File: src/pkg/cgfs_pkg.sv
package cgfs_pkg;
	localparam logic [31:0] CGFS_CTRL_OFS   = 32'h0000_0000;
	localparam logic [31:0] CGFS_STATUS_OFS = 32'h0000_0004;
	localparam int CGFS_CTRL_WAKE_BIT = 1;
	localparam int CGFS_CTRL_TEST_BIT = 0;
	localparam logic [1:0] CGFS_CTRL_RST = 2'h2;
	localparam logic [31:0] CGFS_UNMAPPED = 32'h0000_0000;
	localparam logic [1:0] CGFS_CPU_100 = 2'h0;
	localparam logic [1:0] CGFS_CPU_83  = 2'h1;
	localparam logic [1:0] CGFS_CPU_133 = 2'h2;
	localparam logic [1:0] CGFS_CPU_167 = 2'h3;
	localparam int CGFS_ST_CPU_LSB   = 0;
	localparam int CGFS_ST_SATA_BIT  = 2;
	localparam int CGFS_ST_DONE_BIT  = 3;
	localparam int CGFS_ST_STRAP_LSB = 4;
	typedef enum logic [2:0] {
		CGFS_WAIT = 3'b001,
		CGFS_RUN  = 3'b010,
		CGFS_PD   = 3'b100
	} cgfs_state_t;
endpackage

File: src/rtl/cgfs_top.sv
// Decided for this implementation: the address map and the APB interface to the registers.
`timescale 1ns/1ps
module cgfs_top (
	input  wire logic        MCLK_I,
	input  wire logic        RST_N_I,
	input  wire logic        PSEL_I,
	input  wire logic        PENABLE_I,
	input  wire logic        PWRITE_I,
	input  wire logic [31:0] PADDR_I,
	input  wire logic [31:0] PWDATA_I,
	output logic      [31:0] PRDATA_O,
	output logic             PREADY_O,
	output logic             PSLVERR_O,
	input  wire logic        POWER_GOOD_STROBE_I,
	input  wire logic        FREQ_STRAP_BIT0_I,
	input  wire logic        FREQ_STRAP_BIT1_I,
	input  wire logic        FREQ_STRAP_BIT2_I,
	input  wire logic        SATA_RATE_STRAP_I,
	input  wire logic        CPU_STOP_N_I,
	input  wire logic        PCI_STOP_N_I,
	output logic      [1:0]  CPU_RATE_O,
	output logic             SATA_RATE_75_O,
	output logic             STRAP_PIN_OE_O,
	output logic             REF25_EN_O,
	output logic             CLK14_EN_O,
	output logic             CPU_EN_O,
	output logic             SERIAL_REF_CLOCK_EN_O,
	output logic             PCI_EN_O,
	output logic             SATA_EN_O,
	output logic             POWER_DOWN_O
);
	cgfs_pkg::cgfs_state_t state;
	cgfs_pkg::cgfs_state_t next_state;
	logic       wake_lan_enable;
	logic       test_mode;
	logic [3:0] strap;
	logic       pg_low;
	logic       sel_ok;
	logic       cpu_go;
	logic       pci_go;
	logic       all_go;

	function automatic logic [1:0] cpu_code(input logic [1:0] fs);
		case (fs)
		2'h0:    cpu_code = cgfs_pkg::CGFS_CPU_100;
		2'h1:    cpu_code = cgfs_pkg::CGFS_CPU_83;
		2'h2:    cpu_code = cgfs_pkg::CGFS_CPU_133;
		default: cpu_code = cgfs_pkg::CGFS_CPU_167;
		endcase
	endfunction

	assign pg_low = !POWER_GOOD_STROBE_I;
	assign sel_ok = PSEL_I && PENABLE_I;

	// capture once; test mode rearms only while wake_lan_enable is set, so straps follow the strobe again
	always_comb begin
		next_state = state;
		case (state)
		cgfs_pkg::CGFS_WAIT: begin
			if (POWER_GOOD_STROBE_I) begin
				next_state = cgfs_pkg::CGFS_RUN;
			end
		end
		cgfs_pkg::CGFS_RUN: begin
			if (pg_low && !wake_lan_enable) begin
				next_state = cgfs_pkg::CGFS_PD;
			end else if (test_mode && pg_low) begin
				next_state = cgfs_pkg::CGFS_WAIT;
			end
		end
		cgfs_pkg::CGFS_PD: begin
			if (POWER_GOOD_STROBE_I) begin
				next_state = cgfs_pkg::CGFS_RUN;
			end
		end
		default: next_state = cgfs_pkg::CGFS_WAIT;
		endcase
	end

	always_ff @(posedge MCLK_I or negedge RST_N_I) begin
		if (!RST_N_I) begin
			state <= cgfs_pkg::CGFS_WAIT;
		end else begin
			state <= next_state;
		end
	end

	// straps sampled only on the wait-to-run step
	always_ff @(posedge MCLK_I or negedge RST_N_I) begin
		if (!RST_N_I) begin
			strap <= 4'h0;
		end else if (state == cgfs_pkg::CGFS_WAIT && POWER_GOOD_STROBE_I) begin
			strap <= {SATA_RATE_STRAP_I, FREQ_STRAP_BIT2_I,
				FREQ_STRAP_BIT1_I, FREQ_STRAP_BIT0_I};
		end
	end

	always_ff @(posedge MCLK_I or negedge RST_N_I) begin
		if (!RST_N_I) begin
			wake_lan_enable <= cgfs_pkg::CGFS_CTRL_RST[
				cgfs_pkg::CGFS_CTRL_WAKE_BIT];
			test_mode <= cgfs_pkg::CGFS_CTRL_RST[cgfs_pkg::CGFS_CTRL_TEST_BIT];
		end else if (sel_ok && PWRITE_I
				&& PADDR_I == cgfs_pkg::CGFS_CTRL_OFS) begin
			wake_lan_enable <= PWDATA_I[cgfs_pkg::CGFS_CTRL_WAKE_BIT];
			test_mode <= PWDATA_I[cgfs_pkg::CGFS_CTRL_TEST_BIT];
		end
	end

	// zero-wait slave: pready high in every access phase
	always_ff @(posedge MCLK_I or negedge RST_N_I) begin
		if (!RST_N_I) begin
			PRDATA_O  <= 32'h0000_0000;
			PREADY_O  <= 1'b0;
			PSLVERR_O <= 1'b0;
		end else begin
			PREADY_O  <= PSEL_I && !PENABLE_I;
			PSLVERR_O <= 1'b0;
			if (PSEL_I && !PENABLE_I && !PWRITE_I) begin
				case (PADDR_I)
				cgfs_pkg::CGFS_CTRL_OFS:
					PRDATA_O <= {30'h0, wake_lan_enable, test_mode};
				cgfs_pkg::CGFS_STATUS_OFS:
					PRDATA_O <= {24'h0, strap,
						state != cgfs_pkg::CGFS_WAIT, strap[3],
						cpu_code(strap[2:1])};
				default: PRDATA_O <= cgfs_pkg::CGFS_UNMAPPED;
				endcase
			end
		end
	end

	// pins are the async part; these enables are what a glitch-free
	// gate on each output clock consumes at its own low phase
	assign all_go = (state == cgfs_pkg::CGFS_RUN) && !pg_low;
	assign cpu_go = all_go && CPU_STOP_N_I;
	assign pci_go = all_go && PCI_STOP_N_I;

	always_ff @(posedge MCLK_I or negedge RST_N_I) begin
		if (!RST_N_I) begin
			CPU_RATE_O            <= cgfs_pkg::CGFS_CPU_100;
			SATA_RATE_75_O        <= 1'b0;
			STRAP_PIN_OE_O        <= 1'b0;
			REF25_EN_O            <= 1'b0;
			CLK14_EN_O            <= 1'b0;
			CPU_EN_O              <= 1'b0;
			SERIAL_REF_CLOCK_EN_O <= 1'b0;
			PCI_EN_O              <= 1'b0;
			SATA_EN_O             <= 1'b0;
			POWER_DOWN_O          <= 1'b0;
		end else begin
			CPU_RATE_O     <= cpu_code(strap[2:1]);
			SATA_RATE_75_O <= strap[3];
			STRAP_PIN_OE_O <= state != cgfs_pkg::CGFS_WAIT;
			CLK14_EN_O     <= all_go;
			REF25_EN_O     <= wake_lan_enable
				|| state != cgfs_pkg::CGFS_PD;
			CPU_EN_O              <= cpu_go;
			SERIAL_REF_CLOCK_EN_O <= pci_go;
			PCI_EN_O              <= pci_go;
			SATA_EN_O             <= all_go;
			POWER_DOWN_O          <= state == cgfs_pkg::CGFS_PD;
		end
	end
endmodule

File: config.mk
export PLATFORM = sky130hd
export DESIGN_NAME = cgfs_top
export DESIGN_NICKNAME = d
export VERILOG_FILES = /design/src/pkg/cgfs_pkg.sv /design/src/rtl/cgfs_top.sv
export SDC_FILE = /design/constraint.sdc
export NUM_CORES = 1
export LEC_CHECK = 0
export BUFFER_PORTS_ARGS = -buffer_cell sky130_fd_sc_hd__buf_4
export CAP_MARGIN = 10
export CORE_ASPECT_RATIO = 1.4
export CORE_UTILIZATION = 31
export DETAILED_ROUTE_END_ITERATION = 12
export PLACE_DENSITY_LB_ADDON = 0.15
export SYNTH_ARGS = -nofsm -noshare
export SYNTH_HDL_FRONTEND = slang
export SYNTH_SLANG_ARGS = --single-unit
File: constraint.sdc
create_clock -name MCLK_I -period 1.35 [get_ports MCLK_I]
set_input_delay 0.0675 -clock MCLK_I [delete_from_list [all_inputs] [get_ports MCLK_I]]
set_output_delay 0.0675 -clock MCLK_I [all_outputs]
set_load 0.005 [all_outputs]
==> results.txt, run 1 <==
The worst-case vdd ir drop came out at a little over 800 uV. The net total in the final layout is around 270. The post-route fraction of the period consumed by the critical path came out at 93.9%. After detailed placement, the design holds a cell count of 227. The share of synthesized area spent on multiplexers came out at approximately 6.8%. At the worst endpoint, the arrival time is roughly 1.4 ns. The analysis attributes to cell leakage a power of roughly 0.00090 uW. The synthesized-area fraction occupied by xor and xnor cells came out at 0%. The flip-flop and latch count after synthesis came out at 26. The CTS tree is yes.

The layout has between 300 and 400 filler cells. The power density normalized to cell area is about 1200 nW/um^2. The row count is 27. The post-route non-filler standard cell count came out at ~230.

The count of vias placed by the detailed router is ~1100. The synthesized netlist devotes 0% of its cell area to adder and majority cells. The number of global-route vias before repair came out at about 1100. The flow ran to the end, and the final reports show no timing, DRC or antenna violations. The final worst hold slack is just over 0.005 ns.

The number of violations of the max-capacitance limit is 0. The total overflow reported by the global router came out at 0. The average wire per standard cell came out at around 12 um.

For flop-to-flop paths, the worst setup slack is ~0.082 ns. The distinct cell type count after synthesis came out at 29. The maximum clock rate is just under 800 MHz. Once detailed placement completed, the half-perimeter wirelength came to ~2200 um.

In this run the worst hold path is classified as in -> reg. The number of CTS-inserted buffers came out at 3. The largest incremental delay on the critical path came out at 0.53 ns.

The area used by multi-input combinational logic is 502 um^2. After layout, the worst setup slack is between 0.08 and 0.09 ns. Counting along the longest clock path gives a buffer depth of 2.

In the final layout, the share of cells above drive strength 1 is a little over two fifths. The global routing usage summed across all routing layers came out at approximately an eighth. Summing the sequential cell areas from Yosys gives between 50% and 60% of the chip area. In this run the tool buffered the top-level ports with between 60 and 70 buffer cells. For this run, design rule violations remaining after detail routing come to 0. During synthesis, Yosys emitted a total of 0 warnings. The critical path is of the reg -> reg type. The layout-stage area growth over the synthesis result came out at 40.5%. The count of nets left with antenna violations once routing finished came out at 0. In this run the horizontal extent of the chip is between 50 and 60 um. The area used by sequential logic in the layout is between 600 and 700 um^2. The number of hold-slack violations in the final timing report is 0. The initial antenna violation count came out at 0. The clock-pin slew on the worst setup and hold paths is about 0.080 ns. The largest individual stage delay along the critical path comes from the cell sky130_fd_sc_hd__dfstp_2. The die height came out at around 78 um. The minimum clock period after layout is 1.27 ns.

The number of iterations in the first detailed-routing pass is 4. The root buffer cell is sky130_fd_sc_hd__clkbuf_8. The first-iteration detailed-routing DRC count came out at 12.

The instance count of the mapped netlist came out at 123. The congestion estimate from routability-driven global placement came to ~0.74. The CTS H-tree depth came out at 1. The tree built by TritonCTS fans out to 26 sinks. STA classifies the critical path startpoint as a flop. The wire length of the first global-routing pass is approximately 4500 um. STA classifies the critical path endpoint as a flop.

Setup violations remaining at the end of the flow were counted as 0. The post-placement worst setup slack came out at -0.160 ns. Once the floorplan was initialized, standard cells occupied 32.6% of the core.

Setup repair after global routing left no endpoint under its margin. The clock latency on the worst-skew pair came out at ~0.27 ns. The critical path required time is roughly 1.5 ns. The fraction of the mapped netlist area in simple logic gates is approximately 16%. The count of final max-slew check failures is 0. Along the worst path, the maximum fanout reaches 5. After synthesis, the largest family of logic cells by area is buffers and inverters. The core footprint came out at slightly below 4000 um^2. The clock skew after layout came out at 0.00721 ns. The cell area after synthesis came out at around 1300 um^2.

~120 I/O pins were placed. The sum of routed wire length over all layers is between 2000 and 3000 um. Summing the areas of all compound-gate instances in the mapped netlist gives approximately 7.4% of the synthesized area. The maximum number of pins on one net before global-route repair came out at 27.

The overall die area came out at 4430 um^2. The average size of a mapped cell came out at roughly 10 um^2. Using the TritonRoute via totals, the vias-per-cell ratio works out to between 4 and 5. 0 antenna diodes ended up in the layout.

The share of the core filled with cells in the final layout is about 46%. The signal on the critical path passes through nand2_1 > nor2_4 > mux2_2.
-- state kept, by name (all words and copies together) (netlist names) --
signal	count
CPU_EN_O	1
CPU_RATE_O	2
PCI_EN_O	1
POWER_DOWN_O	1
PRDATA_O	7
PREADY_O	1
REF25_EN_O	1
SATA_EN_O	1
SATA_RATE_75_O	1
STRAP_PIN_OE_O	1
state	3
strap	4
test_mode	1
wake_lan_enable	1
-- placed cells by master, fill, tap and decap left out --
cell type and instances:
sky130_fd_sc_hd__nor4_2 1, sky130_fd_sc_hd__a31o_2 1, sky130_fd_sc_hd__nand4_1 3, sky130_fd_sc_hd__nor2_4 1, sky130_fd_sc_hd__mux2i_1 2, sky130_fd_sc_hd__o31ai_1 6, sky130_fd_sc_hd__o22ai_1 1, sky130_fd_sc_hd__inv_1 3
sky130_fd_sc_hd__o22a_1 1, sky130_fd_sc_hd__a21oi_1 2, sky130_fd_sc_hd__nor2b_1 2, sky130_fd_sc_hd__nand2b_1 3, sky130_fd_sc_hd__dfstp_2 2, sky130_fd_sc_hd__mux2_1 2, sky130_fd_sc_hd__and2_1 2, sky130_fd_sc_hd__nor4_1 6
sky130_fd_sc_hd__nand2_1 11, sky130_fd_sc_hd__mux2_2 4, sky130_fd_sc_hd__nor3_1 4, sky130_fd_sc_hd__dlygate4sd3_1 3, sky130_fd_sc_hd__buf_4 69, sky130_fd_sc_hd__clkbuf_1 1, sky130_fd_sc_hd__nor3_2 1, sky130_fd_sc_hd__nor2_1 3
sky130_fd_sc_hd__o21a_1 1, sky130_fd_sc_hd__or3_1 1, sky130_fd_sc_hd__dfrtp_1 24, sky130_fd_sc_hd__or2_1 1, sky130_fd_sc_hd__conb_1 25, sky130_fd_sc_hd__and2_0 1, sky130_fd_sc_hd__clkbuf_8 3, sky130_fd_sc_hd__a31o_1 1
-- through the flow --
stage	TNS [ns]	total power [uW]	cell area, um^2
floorplan	0	1400	1380
global placement	-0.553	1680	1730
detailed placement	-0.768	1700	1730
CTS	0	2160	1810
global route	0	2240	1810
finish	0	2130	1810
-- what timing repair did --
item / 4_1_cts / 5_1_grt
endpoints found under the hold margin: 28 / 0
hold buffers: 3 / 0
setup buffers: 0 / 0
setup endpoints to repair: 4 / 1
resized for setup: 1 / 2
-- critical path: cells and delay by family, from the launching register on --
kind | cells | cell delay [ns]
DFF | 1 | 0.53
and+or+nand+nor | 2 | 0.27
muxes | 1 | 0.35
-- area by class of cell --
class | count | area share [%]
well taps | 43 | 2.97
inverters | 3 | 0.621
clock buffers | 4 | 2.48
multi-input cells | 86 | 27.7
flip-flops and latches | 26 | 36.0
repair buffers | 72 | 30.2
-- per-layer routing --
metal | GRT usage, % | share of wire [%] | vias to the layer above
li1 | - | - | 505
met1 | 13.0 | 35 | 503
met2 | 24.4 | 54 | 68
met3 | 1.81 | 9.0 | 5
met4 | 5.85 | 2.0 | 0
met5 | 0 | 0 | -
-- cells in the mapped netlist (all sizes together) --
library cell / n / share of area (%)
dfstp: 2 / 4.1
o22a: 1 / 0.68
dfrtp: 24 / 47
nand2: 11 / 3.2
clkbuf: 3 / 0.87
buf: 29 / 17
a31o: 2 / 1.4
nor2b: 2 / 0.97
a21oi: 2 / 0.78
and2: 3 / 1.5
mux2i: 2 / 1.6
nor2: 4 / 1.2
nand4: 3 / 1.5
o22ai: 1 / 0.49
nor4: 7 / 3.9
o31ai: 6 / 3.5
nand2b: 3 / 1.5
or3: 1 / 0.49
mux2: 6 / 5.2
nor3: 5 / 1.9
inv: 3 / 0.87
conb: 1 / 0.29
or2: 1 / 0.49
o21a: 1 / 0.58
-- path summary, 6_finish.rpt --
| path | startpoint | end | depth (start not counted) |
|---|---|---|---|
| setup / recovery | state[0] | strap[2] | 3 |
| hold / removal | PCI_STOP_N_I | PCI_EN_O | 2 |
| setup reg to reg | state[0] | strap[2] | 3 |
| hold reg to reg | strap[3] | SATA_RATE_75_O | 0 |
| max in group asynchronous | RST_N_I | wake_lan_enable | 2 |
| min in group asynchronous | RST_N_I | CPU_EN_O | 2 |
-- report_power, final --
part           switching (uW)  leakage (uW)  internal (uW)
registers                89.9      0.000330            956
logic                     268      0.000550            377
clock network             230     0.0000228            211
-- cells by family (layout without fill, tap and decap cells) --
logic type | Yosys count | count (layout)
buf+inv | 35 | 79
flops | 26 | 26
compound gates | 13 | 13
simple gates | 40 | 40
mux | 8 | 8
other cells | 1 | 25
(Power assumes the default switching activity.)
==> run 2: changes to the inputs <==
--- a/config.mk
+++ b/config.mk
@@ -5,6 +5,7 @@
 export SDC_FILE = /design/constraint.sdc
 export NUM_CORES = 1
 export LEC_CHECK = 0
+export ABC_AREA = 1
 export BUFFER_PORTS_ARGS = -buffer_cell sky130_fd_sc_hd__buf_4
 export CAP_MARGIN = 10
 export CORE_ASPECT_RATIO = 1.4
==> run 2 against run 1 <==
Net effect: synthesized cell count is 50% higher; total power is 8.7% higher; global-route usage is 0.15 points lower; combinational power is 15% higher; die area is 12% higher; non-clock buffer count is 4 lower; hold slack better by 0.0064 ns; cell area is 9.3% higher.
==> results.txt, run 2 <==
The sum of routed wire length over all layers came to 2920 um (was 2760 um). The primary flip-flop cell chosen by synthesis mapping was sky130_fd_sc_hd__dfrtp_1 (unchanged). The initial standard-cell utilization of the core is 32.1% (was 32.6%). The distinct cell type count after synthesis was 23 (was 29). The worst-case vdd ir drop came out at 513 uV (was 819 uV). The cell area after synthesis is 1450 um^2 (was 1290 um^2). The number of global-route vias before repair came out at 1143 (was 1103). The most common cell after layout, fill and taps aside was sky130_fd_sc_hd__buf_4 (unchanged). The number of CTS-inserted buffers came out at 3 (unchanged). The biggest fanout along the worst timing path was 4 (was 5). The leakage power of the design came out at 0.00109 uW (was 0.000903 uW).

The average wire per standard cell is 9.37 um (was 11.8 um). The start point of the critical path is state[0] (unchanged). The via density per instance came out at 3.90 (was 4.62). The post-placement worst setup slack came out at 0.0796 ns (was -0.160 ns). The top-level I/O count is 121 (unchanged). The layout-stage area growth over the synthesis result is 37.0% (was 40.5%). The power density normalized to cell area was 1170 nW/um^2 (was 1180 nW/um^2). The net total in the final layout is 327 (was 268). The first-iteration detailed-routing DRC count was 38 (was 12). The fraction of post-synthesis cell area in the top cell type by area was 41.5% (was 46.6%). The post-route fraction of the period consumed by the critical path is 94.1% (was 93.9%). The met2 usage in global routing is 23.7% (was 24.4%). The count of unresolved DRC violations after routing came out at 0 (unchanged).

The main combinational cell family by area after synthesis is simple AND/OR/NAND/NOR gates (was buffers and inverters). Top cell types by occurrence after synthesis: sky130_fd_sc_hd__nand2_1 (46), sky130_fd_sc_hd__buf_4 (28), sky130_fd_sc_hd__nor2_1 (25) (was sky130_fd_sc_hd__buf_4 (28), sky130_fd_sc_hd__dfrtp_1 (24), sky130_fd_sc_hd__nand2_1 (11)). The reg-to-reg setup timing slack is 0.08 ns (about the same). The capture point of the worst reg-to-reg path is strap[3] (was strap[2]).

The maximum number of pins on one net before global-route repair came out at 27 (unchanged). The wire length of the first global-routing pass is 4750 um (was 4490 um). The final RePlAce weighted congestion is 0.768 (was 0.735). The kind of end point of the critical path is a flop (unchanged). The residual antenna-violating net count after detailed routing came to 0 (unchanged). The total overflow reported by the global router came out at 0 (unchanged). The initial antenna violation count came out at 0 (unchanged).

The flip-flop and latch count after synthesis came out at 26 (unchanged). The sequential area share after synthesis came out at 45.2% (was 50.6%). The clock-pin slew on the worst setup and hold paths came out at 0.09 ns (was 0.08 ns). Leading post-synthesis cells by cell area: sky130_fd_sc_hd__dfrtp_1 (42%), sky130_fd_sc_hd__buf_4 (15%), sky130_fd_sc_hd__nand2_1 (12%), sky130_fd_sc_hd__nor2_1 (6.5%), sky130_fd_sc_hd__inv_1 (4.7%) (was sky130_fd_sc_hd__dfrtp_1 (47%), sky130_fd_sc_hd__buf_4 (16%), sky130_fd_sc_hd__dfstp_2 (4.1%), sky130_fd_sc_hd__mux2_2 (3.5%), sky130_fd_sc_hd__o31ai_1 (3.5%)).

The critical path required time is 1.50 ns (about the same). The fraction of the mapped netlist area in simple logic gates came out at 26.1% (was 16.5%). The number of antenna diodes came out at 0 (unchanged). The classification of the worst-slack hold path is in -> reg (unchanged). The die boundary width is 59.7 um (was 56.5 um).

The flip-flop count of the largest register, all copies and words added came out at 7 (unchanged). The most instantiated library cell after synthesis was sky130_fd_sc_hd__nand2_1 (was sky130_fd_sc_hd__buf_4). The number of port buffers came out at 65 (unchanged). The largest register by flop count is PRDATA_O (unchanged). The maximum clock rate is 787 MHz (was 789 MHz). The synthesized-area fraction occupied by xor and xnor cells is 0% (unchanged). Most used cells in the layout excluding fill and tap cells: sky130_fd_sc_hd__buf_4 (66), sky130_fd_sc_hd__nand2_1 (46), sky130_fd_sc_hd__nor2_1 (25), sky130_fd_sc_hd__conb_1 (25), sky130_fd_sc_hd__dfrtp_1 (24) (was sky130_fd_sc_hd__buf_4 (69), sky130_fd_sc_hd__conb_1 (25), sky130_fd_sc_hd__dfrtp_1 (24), sky130_fd_sc_hd__nand2_1 (11)).

The root buffer cell is sky130_fd_sc_hd__clkbuf_8 (unchanged). The number of hold-slack violations in the final timing report came out at 0 (unchanged). The beginning of the worst register-to-register path is state[0] (unchanged). The core footprint came out at 4500 um^2 (was 3950 um^2). The setup fix buffers added after clock tree synthesis is 0 (unchanged). The data arrival time of the critical path came out at 1.42 ns (about the same). The clock skew after layout was 0.00253 ns (was 0.00721 ns).

The final setup violation count was 0 (unchanged). The CTS H-tree depth came out at 1 (unchanged). Top Registers: PRDATA_O: 7 flops, strap: 4 flops, state: 3 flops (unchanged). The clock net sink count came out at 26 (unchanged). The count of vias placed by the detailed router is 1218 (was 1081). The count of fill cells added during filler insertion came out at 490 (was 385). The number of buffers between clock root and the deepest sink came out at 2 (unchanged). The clock latency on the worst-skew pair came to 0.27 ns (about the same). The minimum clock period after layout is 1.27 ns (about the same). The area used by sequential logic in the layout came out at 653 um^2 (unchanged).

The synthesized-area fraction occupied by ao, oa, aoi and oai cells came out at 3.81% (was 7.37%). The fraction of registers with async set or reset after synthesis came to 100% (unchanged). The share of synthesized area spent on multiplexers came out at 3.11% (was 6.79%). The busiest metal layer after global routing is met2 (unchanged). The arithmetic-cell share of the synthesized area counting full adders, half adders and majority gates came to 0% (unchanged). The global routing usage summed across all routing layers is 12.5% (was 12.6%). The fraction of final layout cells with drive strength greater than 1 is 36.0% (was 42.9%).

The sort of element at the start of the critical path was a flop (unchanged). RSZ-0062 raised after global routing: false (unchanged). The cell taking the most area after synthesis is sky130_fd_sc_hd__dfrtp_1 (unchanged). The destination of the critical timing path was strap[3] (was strap[2]). The post-layout worst setup margin is 0.0795 ns (was 0.0818 ns). The die height is 82.8 um (was 78.3 um). The met1 track demand over resource in global routing came out at 12.9% (was 13.0%). The setup TNS came out at 0 ns (unchanged).

The met3 usage in global routing came to 2.02% (was 1.81%). The number of violations of the max-capacitance limit is 0 (unchanged). The count of flip-flops with a built-in enable after synthesis came out at 0 (unchanged). The average size of a mapped cell is 7.86 um^2 (was 10.5 um^2). The number of iterations in the first detailed-routing pass is 4 (unchanged). The area used by multi-input combinational logic is 587 um^2 (was 502 um^2). The category of the critical setup timing path is reg -> reg (unchanged). The row count is 29 (was 27).

Outcome: complete, no violations (unchanged). The CTS tree is yes (unchanged). The overall die area is 4950 um^2 (was 4430 um^2). The count of final max-slew check failures is 0 (unchanged). The HPWL reported at the end of detailed placement came to 2400 um (was 2240 um). The depth of the worst register-to-register path came out at 4 (was 3). The warning count from the yosys run was 0 (unchanged). The instance count of the mapped netlist came out at 184 (was 123).
-- run 2: cell types whose count changed after synthesis, moves of 6 or more --
cell | previous run | this run
sky130_fd_sc_hd__nand3_1 | 0 | 6
sky130_fd_sc_hd__inv_2 | 0 | 6
sky130_fd_sc_hd__nor4_1 | 6 | 0
sky130_fd_sc_hd__o21ai_1 | 0 | 6
sky130_fd_sc_hd__nand2_1 | 11 | 46
sky130_fd_sc_hd__nor2_1 | 4 | 25
sky130_fd_sc_hd__o31ai_1 | 6 | 0
sky130_fd_sc_hd__inv_1 | 3 | 18
-- run 2: cells by family (layout without fill, tap and decap cells) --
| kind of cell | count (synthesis) | in the layout |
|---|---|---|
| mux | 4 | 4 |
| buf+inv | 55 | 97 |
| flops | 26 | 26 |
| simple gates | 88 | 88 |
| compound gates | 10 | 10 |
| other cells | 1 | 25 |
-- run 2: final cells by class --
class / instances / share of cell area, %
tap: 62 / 3.91
sequential: 26 / 33.0
clock buffer: 4 / 2.78
inverter: 25 / 4.73
multi-input combinational: 127 / 29.6
timing repair buffer: 68 / 26.0
-- run 2: power by group --
| group | switching (uW) | total [uW] | internal [uW] |
|---|---|---|---|
| registers | 103 | 1080 | 979 |
| clock network | 234 | 494 | 260 |
| logic | 361 | 741 | 380 |
-- run 2: per-layer routing --
metal,vias to the layer above,wire length [um]
met3,4,115
li1,631,-
met5,-,0
met2,39,1670
met1,544,1100
met4,0,34
-- run 2: worst min path at each step --
stage | start | to | slack, ns | cells after the start
2_1_floorplan | RST_N_I | CPU_EN_O | -0.23 | 0
3_3_place_gp | RST_N_I | SATA_RATE_75_O | -0.007 | 1
3_5_place_dp | RST_N_I | SATA_RATE_75_O | -0.004 | 1
4_1_cts | FREQ_STRAP_BIT0_I | strap[0] | 0.008 | 2
5_1_grt | FREQ_STRAP_BIT0_I | strap[0] | 0.005 | 2
6_report | FREQ_STRAP_BIT0_I | strap[0] | 0.01 | 2
-- run 2: stage by stage --
step / power [uW] / cell area (um^2) / utilization (%) / hold WS [ns] / cells
2_1_floorplan: 1530 / 1540 / - / -0.228 / 208
3_3_place_gp: 1800 / 1890 / 42.0 / -0.00683 / 306
3_5_place_dp: 1810 / 1890 / 42.0 / -0.00392 / 306
4_1_cts: 2310 / 1970 / 43.7 / 0.00790 / 312
5_1_grt: 2480 / 1980 / 44.0 / 0.00484 / 312
6_report: 2320 / 1980 / 44.0 / 0.0116 / 312
-- run 2: critical path: stages (launching register included) --
cell	delay, ns
sky130_fd_sc_hd__dfstp_2	0.57
sky130_fd_sc_hd__nand3_2	0.12
sky130_fd_sc_hd__inv_2	0.07
sky130_fd_sc_hd__nand2_2	0.08
sky130_fd_sc_hd__mux2_1	0.32
-- run 2: timing repair --
item                                    4_1_cts  5_1_grt
endpoints found under the hold margin        27        0
hold buffers                                  2        0
endpoints found under the setup margin        0        3
gates resized for setup                       0        4
==> run 3: changes to the inputs <==
--- a/config.mk
+++ b/config.mk
@@ -6,12 +6,13 @@
 export NUM_CORES = 1
 export LEC_CHECK = 0
 export ABC_AREA = 1
+export ABC_CLOCK_PERIOD_IN_PS = 1350
 export BUFFER_PORTS_ARGS = -buffer_cell sky130_fd_sc_hd__buf_4
 export CAP_MARGIN = 10
 export CORE_ASPECT_RATIO = 1.4
 export CORE_UTILIZATION = 31
 export DETAILED_ROUTE_END_ITERATION = 12
-export PLACE_DENSITY_LB_ADDON = 0.15
+export PLACE_DENSITY_LB_ADDON = 0.05
 export SYNTH_ARGS = -nofsm -noshare
 export SYNTH_HDL_FRONTEND = slang
 export SYNTH_SLANG_ARGS = --single-unit
==> constraint.sdc (replaced) <==
create_clock -name MCLK_I -period 1.35 [get_ports MCLK_I]
set_input_delay 0.0675 -clock MCLK_I [delete_from_list [all_inputs] [get_ports MCLK_I]]
set_output_delay 0.0675 -clock MCLK_I [all_outputs]
set_load 0.01 [all_outputs]
==> run 3 against run 2 <==
Net effect: clock power fell by 2%; total power rose by 2.9%; first-iteration DRC count fell by 53%.
==> results.txt, run 3 (synthesized netlist as in run 2, its figures left out) <==
The sum of routed wire length over all layers came out at 2760 um (was 2920 um). The largest register by flop count is PRDATA_O (unchanged). The die boundary width came to 59.7 um (unchanged). The clock skew after layout is 0.00273 ns (was 0.00253 ns). The count of vias placed by the detailed router is 1223 (was 1218). The dominant delay contributor by cell family on the critical path is flip-flops (unchanged). The number of hold-slack violations in the final timing report is 0 (unchanged). The fraction of final layout cells with drive strength greater than 1 came out at 36.4% (was 36.0%).

The number of cells on the critical path came to 4 (unchanged). The instance area at placement was 1880 um^2 (was 1890 um^2). The number of antenna diodes is 0 (unchanged). The post-route non-filler standard cell count is 312 (unchanged). The global routing usage summed across all routing layers was 11.9% (was 12.5%). The total overflow reported by the global router is 0 (unchanged). The net total in the final layout was 327 (unchanged).

The total buffers and inverters traversed by the critical path is 1 (unchanged). The overall die area came out at 4950 um^2 (unchanged). The number of CTS-inserted buffers is 3 (unchanged).

The data arrival time of the critical path came out at 1.44 ns (was 1.42 ns). The residual antenna-violating net count after detailed routing is 0 (unchanged). The top-level I/O count came out at 121 (unchanged). The power density normalized to cell area came out at 1200 nW/um^2 (was 1170 nW/um^2).

The worst-case vdd ir drop came out at 351 uV (was 513 uV). The number of port buffers came out at 65 (unchanged). The layout-stage area growth over the synthesis result is 37.3% (was 37.0%). The clock net sink count came to 26 (unchanged).

Outcome: complete, no violations (unchanged). The depth of the worst register-to-register path came out at 4 (unchanged). The initial antenna violation count came out at 0 (unchanged). The clock-pin slew on the worst setup and hold paths came out at 0.09 ns (about the same).

The flip-flop count of the largest register, all copies and words added came out at 7 (unchanged). The average wire per standard cell is 8.83 um (was 9.37 um). The reg-to-reg setup timing slack came to 0.05 ns (was 0.08 ns). The initial standard-cell utilization of the core came out at 32.1% (unchanged).

The leakage power of the design came to 0.00109 uW (about the same). The core footprint came out at 4500 um^2 (unchanged). The final setup violation count came out at 0 (unchanged).

The number of buffers between clock root and the deepest sink is 2 (unchanged). The placed instance count is 305 (was 306). The sort of element at the start of the critical path is a flop (unchanged). The CTS H-tree depth came out at 1 (unchanged). The CTS tree is yes (unchanged). The cell at the slowest stage of the critical path is sky130_fd_sc_hd__dfstp_2 (unchanged). The largest incremental delay on the critical path came to 0.60 ns (was 0.57 ns). The first-iteration detailed-routing DRC count is 18 (was 38).

The worst hold path depth is 3 (was 2). The row count came out at 29 (unchanged). The post-route fraction of the period consumed by the critical path is 96.0% (was 94.1%).

RSZ-0062 raised after global routing: true (was false). Most used cells in the layout excluding fill and tap cells: sky130_fd_sc_hd__buf_4 (66), sky130_fd_sc_hd__nand2_1 (46), sky130_fd_sc_hd__nor2_1 (25), sky130_fd_sc_hd__conb_1 (25), sky130_fd_sc_hd__dfrtp_1 (24) (unchanged). The minimum clock period after layout is 1.30 ns (was 1.27 ns). Top Registers: PRDATA_O: 7 flops, strap: 4 flops, state: 3 flops (unchanged). The final RePlAce weighted congestion is 0.698 (was 0.768).

The number of violations of the max-capacitance limit is 0 (unchanged). The critical path required time is 1.50 ns (about the same). The root buffer cell was sky130_fd_sc_hd__clkbuf_8 (unchanged). The maximum number of pins on one net before global-route repair came to 27 (unchanged).

The maximum clock rate came out at 772 MHz (was 787 MHz). The HPWL reported at the end of detailed placement is 2270 um (was 2400 um). The design area came to 1990 um^2 (was 1980 um^2). The most common cell after layout, fill and taps aside is sky130_fd_sc_hd__buf_4 (unchanged). The count of final max-slew check failures came out at 0 (unchanged). The number of global-route vias before repair is 1128 (was 1143). The number of iterations in the first detailed-routing pass is 4 (unchanged). The classification of the worst-slack hold path is in -> reg (unchanged). The post-layout worst setup margin is 0.0541 ns (was 0.0795 ns). The count of unresolved DRC violations after routing came out at 0 (unchanged). The category of the critical setup timing path is reg -> reg (unchanged). The via density per instance came out at 3.92 (was 3.90). Cell-by-cell listing of the critical path: nand3_4 > inv_2 > nand2_2 > mux2_1 (was nand3_2 > inv_2 > nand2_2 > mux2_1). The die height was 82.8 um (unchanged). The clock latency on the worst-skew pair is 0.26 ns (was 0.27 ns). The biggest fanout along the worst timing path is 4 (unchanged). The kind of end point of the critical path is a flop (unchanged). The post-placement worst setup slack is 0.0581 ns (was 0.0796 ns).

The share of the core filled with cells in the final layout is 44.1% (was 44.0%). The wire length of the first global-routing pass is 4560 um (was 4750 um).
==> run 3: layout make-up <==
class	instances	area [um^2]
Fill cell	494	2510
Sequential cell	26	653
Multi-Input combinational cell	127	591
Timing Repair Buffer	68	515
Inverter	25	93.8
Tap cell	62	77.6
Clock buffer	4	55.1
==> run 3: per-layer routing <==
metal	global-route usage [%]	vias to the layer above	part of all wire, %
met5	0	-	0
met4	5.71	0	1.2
met3	3.12	2	9.3
met2	19.6	58	50
met1	13.8	533	40
li1	-	630	-
==> run 3: timing repair <==
item                                   in CTS  in global routing
setup endpoints to repair                   0                  4
hold buffers                                2                  0
endpoints found under the hold margin      27                  0
buffers inserted                            0                  1
gates resized for setup                     0                  5
==> run 3: tightest hold or removal path, stage by stage <==
cell	delay, ns
sky130_fd_sc_hd__buf_4	0.11
sky130_fd_sc_hd__nand3_1	0.06
sky130_fd_sc_hd__nand2_1	0.05
==> run 3: worst paths after layout <==
check / startpoint / to
max reg2reg: state[0] / strap[2]
max: state[0] / strap[2]
min in group asynchronous: RST_N_I / SATA_EN_O
min: PWDATA_I[1] / wake_lan_enable
max in group asynchronous: RST_N_I / wake_lan_enable
min reg2reg: strap[3] / SATA_RATE_75_O
==> run 3: per-stage QoR <==
stage	hold slack [ns]	total power, uW	setup TNS [ns]
6_report	0.0180	2380	0
5_1_grt	0.00839	2550	-0.0283
4_1_cts	0.00772	2350	0
3_5_place_dp	-0.00574	1840	0
3_3_place_gp	-0.00310	1840	0
2_1_floorplan	-0.228	1580	0
==> run 3: where the power goes <==
group          switching (uW)  leakage (uW)  internal [uW]
clock                     225     0.0000288            260
sequential                117      0.000328            979
combinational             413      0.000733            391
total                     755       0.00109           1630
